### src/rtl/pin_mux_cfg.svh
// Constants for the serial audio data pin multiplexer.
// Contract
// - Output pin assigned to transmit drives from reversed-index transmit shift register (pad 0 from register 5).
// - Input pin assigned to receive feeds same-index receive shift register.
// - In general-purpose use each port line is input, output or disconnected.
// - After reset every pin is disconnected, neither driving nor sampling.
// - Secondary enable moves outputs 2-5 and inputs 2-3 to secondary interface.
// - Secondary general-purpose enable makes first lines 8-11 second lines 8-11.
`ifndef PIN_MUX_CFG_SVH
`define PIN_MUX_CFG_SVH
`define PIN_COUNT      6
`define TX_CHANNELS    6
`define RX_CHANNELS    4
`define SEC_CHANNELS   4
`define FIRST_LINE_LOW 6
`define SEC_FIRST_PIN  2
`define SEC_RX_LOW     2
`define MODE_WIDTH     3
`endif

### src/rtl/pin_mux_pkg.sv
// Types for the serial audio data pin multiplexer.
`include "pin_mux_cfg.svh"
package pin_mux_pkg;
	typedef enum logic [`MODE_WIDTH-1:0] {
		PIN_OFF,
		PIN_GPIO_IN,
		PIN_GPIO_OUT,
		PIN_TX,
		PIN_RX
	} pin_mode_t;

	typedef struct packed {
		logic                         secondary_en;
		logic                         secondary_gpio_en;
		pin_mode_t [`PIN_COUNT-1:0]   mode;
	} mux_ctrl_t;

	typedef struct packed {
		logic [`PIN_COUNT-1:0] level;
		logic [`PIN_COUNT-1:0] oe_n;
	} pad_drive_t;
endpackage

### src/rtl/audio_serial_data_pin_mux.sv
// Pin function multiplexer for the serial audio data pins.
`include "pin_mux_cfg.svh"
module audio_serial_data_pin_mux
	import pin_mux_pkg::*;
(
	input  wire logic                       clock,          // 100 MHz clock
	input  wire logic                       sys_rst,        // Sync reset
	input  wire mux_ctrl_t                  ctrl,           // Pin selection
	input  wire logic [`TX_CHANNELS-1:0]    primary_tx,     // Primary tx bits
	input  wire logic [`SEC_CHANNELS-1:0]   secondary_tx,   // Secondary tx
	input  wire logic [`PIN_COUNT-1:0]      first_port_out, // Lines 6..11 out
	input  wire logic [`SEC_CHANNELS-1:0]   second_port_out,// Lines 8..11 out
	input  wire logic [`PIN_COUNT-1:0]      pad_in,         // Pad levels
	output pad_drive_t                      pad,            // Pad drive
	output logic [`RX_CHANNELS-1:0]         primary_rx,     // Primary rx bits
	output logic [`SEC_CHANNELS-1:0]        secondary_rx,   // Secondary rx
	output logic [`PIN_COUNT-1:0]           first_port_in,  // Lines 6..11 in
	output logic [`SEC_CHANNELS-1:0]        second_port_in  // Lines 8..11 in
);
	mux_ctrl_t                  ctrl_reg;
	pad_drive_t                 pad_next;
	logic [`RX_CHANNELS-1:0]    prim_rx_next;
	logic [`SEC_CHANNELS-1:0]   sec_rx_next;
	logic [`PIN_COUNT-1:0]      first_in_next;
	logic [`SEC_CHANNELS-1:0]   second_in_next;

	// Receive is only wired on the first RX_CHANNELS pins; other codes
	// on a pin fall back to disconnected so no stray function appears.
	function automatic pin_mode_t legal_mode(input int idx,
	                                         input pin_mode_t m);
		legal_mode = m;
		if (m == PIN_RX && idx >= `RX_CHANNELS) begin
			legal_mode = PIN_OFF;
		end
		if (m > PIN_RX) begin
			legal_mode = PIN_OFF;
		end
	endfunction

	// Selection is latched so reset forces every pin disconnected.
	always_ff @(posedge clock) begin
		if (sys_rst) begin
			ctrl_reg <= '0;
		end else begin
			ctrl_reg <= ctrl;
		end
	end

	// Primary transmit channel of a pad; pad 0 carries channel 5.
	function automatic logic [2:0] tx_channel(input int pin);
		tx_channel = 3'(`TX_CHANNELS - 1 - pin);
	endfunction

	// Lane of the secondary port behind a shared pad.
	function automatic logic [1:0] sec_lane(input int pin);
		sec_lane = 2'(pin - `SEC_FIRST_PIN);
	endfunction

	// Secondary transmit lane of a shared pad; pad 2 carries lane 3.
	function automatic logic [1:0] sec_tx_lane(input int pin);
		sec_tx_lane = 2'(`TX_CHANNELS - 1 - pin);
	endfunction

	// True for the pads that the secondary interface may take over.
	function automatic logic sec_capable(input int pin);
		sec_capable = (pin >= `SEC_FIRST_PIN);
	endfunction

	// True for the receive pads that may move to the secondary side.
	function automatic logic sec_rx_capable(input int pin);
		sec_rx_capable = (pin >= `SEC_RX_LOW) && (pin < `RX_CHANNELS);
	endfunction

	// True when the function turns the pad driver on.
	function automatic logic mode_drives(input pin_mode_t m);
		mode_drives = (m == PIN_TX) || (m == PIN_GPIO_OUT);
	endfunction

	// True when the function listens to the pad level.
	function automatic logic mode_samples(input pin_mode_t m);
		mode_samples = (m == PIN_RX) || (m == PIN_GPIO_IN);
	endfunction

	pin_mode_t [`PIN_COUNT-1:0] eff_mode;
	logic [`PIN_COUNT-1:0]      sec_owns;
	logic [`PIN_COUNT-1:0]      sec_gpio_owns;
	logic [`PIN_COUNT-1:0]      listen;
	logic [`PIN_COUNT-1:0]      pad_seen;
	logic [`PIN_COUNT-1:0]      drive_oe_n;

	// Folded function and ownership of every pad, shared by the paths below.
	always_comb begin
		for (int p = 0; p < `PIN_COUNT; p++) begin
			eff_mode[p]      = legal_mode(p, ctrl_reg.mode[p]);
			sec_owns[p]      = ctrl_reg.secondary_en && sec_capable(p);
			sec_gpio_owns[p] = ctrl_reg.secondary_gpio_en && sec_capable(p);
			listen[p]        = mode_samples(eff_mode[p]);
		end
	end

	// A pad level reaches a function only while that function listens.
	always_comb begin
		pad_seen = pad_in & listen;
	end

	// The driver is on only for a transmit or output function.
	always_comb begin
		drive_oe_n = '1;
		for (int p = 0; p < `PIN_COUNT; p++) begin
			drive_oe_n[p] = !mode_drives(eff_mode[p]);
		end
	end

	// Pad levels; a pad whose driver is off is held low inside the block.
	always_comb begin
		pad_next.oe_n  = drive_oe_n;
		pad_next.level = '0;
		for (int p = 0; p < `PIN_COUNT; p++) begin
			unique case (eff_mode[p])
				PIN_TX: begin
					if (sec_owns[p]) begin
						pad_next.level[p] = secondary_tx[sec_tx_lane(p)];
					end else begin
						pad_next.level[p] = primary_tx[tx_channel(p)];
					end
				end
				PIN_GPIO_OUT: begin
					if (sec_gpio_owns[p]) begin
						pad_next.level[p] = second_port_out[sec_lane(p)];
					end else begin
						pad_next.level[p] = first_port_out[p];
					end
				end
				PIN_OFF, PIN_GPIO_IN, PIN_RX: begin
					pad_next.level[p] = 1'b0;
				end
				default: begin
					pad_next.level[p] = 1'b0;
				end
			endcase
		end
	end

	// Primary receive channels take their pad while no secondary lane does.
	always_comb begin
		prim_rx_next = '0;
		for (int p = 0; p < `RX_CHANNELS; p++) begin
			unique case (eff_mode[p])
				PIN_RX: begin
					if (!(sec_owns[p] && sec_rx_capable(p))) begin
						prim_rx_next[p] = pad_seen[p];
					end
				end
				default: begin
					prim_rx_next[p] = 1'b0;
				end
			endcase
		end
	end

	// Secondary receive lanes sit at the index of their channel.
	always_comb begin
		sec_rx_next = '0;
		for (int p = 0; p < `RX_CHANNELS; p++) begin
			if (eff_mode[p] == PIN_RX && sec_owns[p] && sec_rx_capable(p)) begin
				sec_rx_next[p] = pad_seen[p];
			end
		end
	end

	// General-purpose inputs follow the port that owns the pad.
	always_comb begin
		first_in_next  = '0;
		second_in_next = '0;
		for (int p = 0; p < `PIN_COUNT; p++) begin
			unique case (eff_mode[p])
				PIN_GPIO_IN: begin
					if (sec_gpio_owns[p]) begin
						second_in_next[sec_lane(p)] = pad_seen[p];
					end else begin
						first_in_next[p] = pad_seen[p];
					end
				end
				default: begin
					first_in_next[p] = 1'b0;
				end
			endcase
		end
	end

	always_ff @(posedge clock) begin
		if (sys_rst) begin
			pad <= '{level: '0, oe_n: '1};
		end else begin
			pad <= pad_next;
		end
	end

	always_ff @(posedge clock) begin
		if (sys_rst) begin
			primary_rx <= '0;
		end else begin
			primary_rx <= prim_rx_next;
		end
	end

	always_ff @(posedge clock) begin
		if (sys_rst) begin
			secondary_rx <= '0;
		end else begin
			secondary_rx <= sec_rx_next;
		end
	end

	always_ff @(posedge clock) begin
		if (sys_rst) begin
			first_port_in <= '0;
		end else begin
			first_port_in <= first_in_next;
		end
	end

	always_ff @(posedge clock) begin
		if (sys_rst) begin
			second_port_in <= '0;
		end else begin
			second_port_in <= second_in_next;
		end
	end
endmodule

### config.mk
export PLATFORM = sky130hd
export DESIGN_NAME = audio_serial_data_pin_mux
export DESIGN_NICKNAME = d
export VERILOG_FILES = /design/src/rtl/pin_mux_pkg.sv /design/src/rtl/audio_serial_data_pin_mux.sv
export VERILOG_INCLUDE_DIRS = /design/src /design/src/rtl
export SDC_FILE = /design/constraint.sdc
export NUM_CORES = 1
export LEC_CHECK = 0
export ABC_CLOCK_PERIOD_IN_PS = 2100
export BUFFER_PORTS_ARGS = -buffer_cell sky130_fd_sc_hd__buf_2
export CAP_MARGIN = 10
export CORE_ASPECT_RATIO = 1.75
export CORE_UTILIZATION = 48
export DETAILED_ROUTE_END_ITERATION = 10
export PLACE_DENSITY = 0.84
export SLEW_MARGIN = 30
export SYNTH_ARGS = -nofsm -noshare
export SYNTH_HDL_FRONTEND = slang
export SYNTH_SLANG_ARGS = --single-unit
export TNS_END_PERCENT = 10
### constraint.sdc
create_clock -name clock -period 2.1 [get_ports clock]
set_input_delay 0.105 -clock clock [delete_from_list [all_inputs] [get_ports clock]]
set_output_delay 0.105 -clock clock [all_outputs]
set_load 0.05 [all_outputs]
==> metrics.yaml, run 1 <==
clock_tree:
  clk-insertion-delay-late_ns: 0.29
  post-cts-setup-buffers: 0
  clock_path_buffers: 2
  post_cts_resized: 0
  clkSlewWorstSetupHoldPaths_ns: 0.08
  cts_made_buffers: 5
  cts_tree: "done"
  hold_buffers: 0
  cts.sinks: 48
  cts-root-buf: "clkbuf_8"
  cts_max_level: 2
detailed_routing:
  drt_iter0_markers: 2
  vias_per_cell: 4.57
  drc: 0
  wl_per_cell_um: 10.6
  dr.pass1.iters: 2
  ant_nets: 0
  wirelength_um: 2680
  num_vias: 1160
critical_path:
  path_max_fanout: 15
  cp.arrival_ns: 1.29
  cp-end-kind: "flop"
  critical_path_class: "reg2reg"
  worst_setup_path_start_kind: "flop"
  critPathRequiredTime_ns: 2.27
final_layout:
  antenna_cells: 0
  fin_cells: 254
  nets: 259
  design_area_um2: 2050
  largest_reg_flops: 20
  area_growth_syn_to_layout_pct: 30.2
  drive_gt1_share_pct: 42.7
sta:
  whs_ns: 0.0144
  setup-tns-final_ns: 0
  final-max-slew-violation-count: 0
  setup_viol_count_final: 0
  hold_violations: 0
  relSlewSlack_pct: 62.9
  finalCriticalPeriod_ns: 1.12
  tightest_slew_ns: 0.556
  timing.final.crit_share_pct: 53.3
  rsz0062_at_grt: "no"
  skew_ns: 0.00459
  max_freq_mhz: 893
run:
  maxCapViolCount: 0
run_status:
  status: "finished, final reports clean"
global_route:
  grt_start_max_net_pins: 31
  track_usage_pct: 16.1
  grt_first_pass_wirelength_um: 3960
  grt_pass1_vias: 1026
  antenna_found_initial: 0
  overflow: 0
place:
  dp.cells: 247
  gp_congestion: 0.714
  dp_hpwl_um: 2120
  place_area_um2: 1950
  portBuffers: 75
pwr:
  power.switching_mw: 0.385
  switching_share_pct: 22.8
  power_frac_comb_pct: 9.8
  clock_power_share_pct: 33.1
  fin_total_pwr_mw: 1.69
  p_int_mw: 1.31
  p_seq_share_pct: 57.1
  power.density_nw_per_um2: 825
  p_leak_nw: 0.973
  ir_drop_uv: 677
logic_synthesis:
  synth_area_leaders: "dfxtp_1 61%, nor2b_1 9.9%, and4b_1 3.8%, mux2i_1 3.8%, nor2_1 3.1%"
  yosysTopAreaCell: "dfxtp_1"
  synth_top_area_share_pct: 61.0
  netlist_instances: 135
  synthFlopType: "dfxtp_1"
  ys_warn_count: 0
  synth-edff-count: 0
  synthArstFlopShare_pct: 0
  synth_seq_cells: 48
  avgSynthCellArea_um2: 11.7
  synth_cell_types: 23
  syn_area_um2: 1580
  ys_seq_area_share_pct: 61.0
floorplan:
  die_w_um: 45.3
  core_um2: 3140
  die-area_um2: 3520
  die_h_um: 77.8
  initial_core_util_pct: 50.1
  io_pins: 78
  fp-row-count: 27
min_path:
  worstHoldPathType: "in2reg"
[power by group through the flow]
| stage | clock (mW) | sequential (mW) | combinational [mW] |
|---|---|---|---|
| finish | 0.561 | 0.966 | 0.166 |
| global route | 0.611 | 0.970 | 0.179 |
| CTS | 0.571 | 0.966 | 0.168 |
| detailed placement | 0 | 0.988 | 0.168 |
| global placement | 0 | 0.986 | 0.165 |
| floorplan | 0 | 1.02 | 0.0776 |
[final cells by class]
| class | count | area, µm² |
|---|---|---|
| fill | 270 | 1090 |
| multi-input combinational | 79 | 557 |
| sequential | 48 | 961 |
| inverter | 2 | 7.51 |
| clock buffer | 7 | 96.3 |
| timing repair buffer | 75 | 375 |
| tap | 43 | 53.8 |
[layout by cell type, fill, tap and decap left out]
master,instances
buf_2,75
dfxtp_1,48
nor2b_1,25
nor2_1,13
clkbuf_8,7
mux2i_1,6
nand2_1,6
and4b_1,6
a211oi_1,5
nor3b_4,2
nand2_2,2
nor3_1,2
nor3b_2,2
and4bb_1,2
nand4b_1,2
inv_1,2
conb_1,2
a211oi_2,1
nor2_2,1
a221oi_1,1
a311oi_1,1
[routing by layer]
| metal | GRT usage [%] | vias up | wire, µm |
|---|---|---|---|
| met5 | 0 | - | 0 |
| met4 | 8.18 | 0 | 57 |
| met3 | 6.74 | 5 | 190 |
| met2 | 28.3 | 41 | 1460 |
| met1 | 14.7 | 520 | 971 |
| li1 | - | 594 | - |
[cells in the mapped netlist, drive strengths merged, types with 2 or more instances]
cell	count
nand4b	2
dfxtp	48
nor3	2
a211oi	6
nor3b	4
nand2	8
mux2i	6
inv	2
buf	6
nor2b	25
and4b	6
nor2	14
and4bb	2
[critical path, stage by stage (launching register included)]
cell	delay [ns]
dfxtp_1	0.60
nor2b_1	0.09
a221oi_1	0.23
a311oi_1	0.08
[final timing paths]
kind                 endpoint         start  cells after the start  slack [ns]
setup / recovery      pad[10]  ctrl_reg[18]                      3        0.98
hold / removal    ctrl_reg[4]       ctrl[4]                      2        0.01
setup reg to reg      pad[10]  ctrl_reg[18]                      3        0.98
hold reg to reg        pad[4]  ctrl_reg[13]                      1        0.41
[kinds of logic (layout without fill, tap and decap cells)]
logic type | count (synthesis) | count (layout) | synth area share [%]
and+or+nand+nor | 63 | 63 | 26.8
other | 1 | 2 | 0.238
muxes | 6 | 6 | 3.81
buffers and inverters | 9 | 84 | 3.89
AOI/OAI and AO/OA | 8 | 8 | 4.29
DFF | 48 | 48 | 61.0
[through the flow]
step                      setup slack [ns]  utilization, %
after floorplan                       1.18               -
after global placement                1.03            62.2
after detailed placement             0.975            62.2
after CTS                            0.956            65.3
after global routing                 0.880            65.3
final                                0.980            65.3
(Power assumes the default switching activity.)
==> run 2: changes to the inputs <==
ABC_CLOCK_PERIOD_IN_PS = 900   (was 2100)
CORE_UTILIZATION = 40   (was 48)
PLACE_DENSITY = 0.75   (was 0.84)
clock period = 0.9 ns   (was 2.1 ns; I/O delays follow)
==> run 2 against run 1 <==
Effect of this change:
- sequential share of layout area down 8.0 points
- critical path type unchanged
- critical path depth unchanged
- largest power group unchanged
- sequential cell count unchanged
- hold slack worse by 0.0064 ns
- sequential power up 130%
- combinational power rose to 3.3 times the previous value
- die area up 19%
- global-route usage up 0.57 points
- total power rose to 2.6 times the previous value
- setup slack worse by 0.97 ns
==> metrics.yaml, run 2 (synthesis gave the netlist of run 1 again) <==
min_path:
  worstHoldPathCells: 3  # +1
  worstHoldPathType: "in2reg"
global_route:
  overflow: 0  # unchanged
  antenna_found_initial: 0  # unchanged
  grt_first_pass_wirelength_um: 5170  # +31%
  grt_pass1_vias: 1263  # +23%
  grt_start_max_net_pins: 22  # -29%
  track_usage_pct: 16.6  # +0.57 points
place:
  portBuffers: 75  # unchanged
  gp_congestion: 0.697  # -2.4%
  place_area_um2: 2040  # +4.4%
  dp_hpwl_um: 2400  # +13%
  pre_cts_ws_ns: -0.0421  # -1.02 ns
  dp.cells: 257  # +4.0%
pwr:
  power.density_nw_per_um2: 1780  # +120%
  p_leak_nw: 1.14  # +18%
  ir_drop_uv: 1570  # +130%
clock_tree:
  cts.sinks: 48  # unchanged
  cts_tree: "done"
  cts-root-buf: "clkbuf_8"
  clkSlewWorstSetupHoldPaths_ns: 0.08  # about the same
  cts_max_level: 2  # unchanged
  cts_made_buffers: 5  # unchanged
  clock_path_buffers: 2  # unchanged
  clk-insertion-delay-late_ns: 0.30  # about the same
sta:
  rsz0062_at_grt: "yes"
  setup-tns-final_ns: 0  # unchanged
  timing.final.crit_share_pct: 99.1  # +46 points
  setup_viol_count_final: 0  # unchanged
  skew_ns: 0.00501  # +0.000421 ns
  max_freq_mhz: 1120  # +26%
  whs_ns: 0.00794  # -0.00644 ns
  hold_violations: 0  # unchanged
  final-max-slew-violation-count: 0  # unchanged
  timing.final.ws_setup_ns: 0.00796  # -0.972 ns
  finalCriticalPeriod_ns: 0.892  # -0.228 ns
detailed_routing:
  wirelength_um: 3430  # +28%
  wl_per_cell_um: 12.0  # +13%
  drc: 0  # unchanged
  num_vias: 1284  # +11%
  drt_iter0_markers: 9  # +7
  vias_per_cell: 4.49  # -1.7%
  ant_nets: 0  # unchanged
  dr.pass1.iters: 4  # +2
floorplan:
  core_um2: 3700  # +18%
  fp-row-count: 29  # +7.4%
  die_w_um: 49.4  # +9.1%
  die_h_um: 85.0  # +9.3%
  initial_core_util_pct: 42.6  # -7.6 points
  io_pins: 78  # unchanged
  die-area_um2: 4200  # +19%
critical_path:
  path_max_fanout: 6  # -9
  critPathRequiredTime_ns: 1.09  # -1.18 ns
  r2r_cells: 3  # unchanged
  cp.arrival_ns: 1.08  # -0.21 ns
  cp-end-kind: "flop"
  critical_path_class: "reg2reg"
  worst_setup_path_start_kind: "flop"
final_layout:
  design_area_um2: 2500  # +22%
  drive_gt1_share_pct: 46.3  # +3.6 points
  n_fill_cell: 302  # +12%
  fin_cells: 286  # +13%
  largest_reg_flops: 20  # unchanged
  nets: 287  # +11%
  layout_common_cells: "47 x buf_2, 43 x dfxtp_1, 28 x buf_4, 22 x nor2b_1, 20 x dlygate4sd3_1"
  antenna_cells: 0  # unchanged
  area_growth_syn_to_layout_pct: 58.5
  final_common_cell: "buf_2"
run:
  maxCapViolCount: 0  # unchanged
run_status:
  status: "finished, final reports clean"
==> run 2: path summary, 6_finish.rpt <==
check           end  slack [ns]              start
max          pad[8]       0.008       ctrl_reg[19]
min reg2reg  pad[1]        0.42        ctrl_reg[4]
max reg2reg  pad[8]       0.008       ctrl_reg[19]
min          pad[7]       0.008  first_port_out[1]
==> run 2: cell type report <==
cell class / count / area (µm²) / area share (%)
flip-flops and latches: 48 / 970 / 38.8
repair buffers: 103 / 744 / 29.8
inverters: 2 / 7.51 / 0.301
clock buffers: 7 / 96.3 / 3.86
multi-input cells: 79 / 591 / 23.7
clock inverters: 1 / 30.0 / 1.20
well taps: 46 / 57.6 / 2.31
==> run 2: report_power, final <==
group	switching (mW)	internal [mW]
sequential	0.0553	2.20
combinational	0.256	0.288
clock	0.673	0.979
total	0.984	3.47
==> run 2: stage by stage <==
step / power (mW) / utilization, %
floorplan: 2.56 / -
global placement: 2.73 / 55.1
detailed placement: 2.74 / 55.1
CTS: 4.45 / 66.0
global route: 4.64 / 67.4
finish: 4.45 / 67.4
==> run 2: what timing repair did <==
action                                  in CTS  in global routing
endpoints found under the hold margin       20                  0
setup buffers                                0                  2
endpoints found under the setup margin      32                 10
hold buffers                                20                  0
pin swaps                                    5                  4
gates resized for setup                     31                 20
gates cloned                                 0                  0
==> run 2: per-layer routing <==
layer	vias up	part of all wire [%]	track usage [%]
li1	654	-	-
met1	583	32	13.0
met2	42	59	33.4
met3	5	6.8	6.81
met4	0	1.7	7.79
met5	-	0	0
==> run 2: worst max-delay path: stages, from the launching register on <==
cell      delay (ns)
dfxtp_2         0.35
buf_6           0.12
mux2i_1         0.22
a211oi_1        0.09
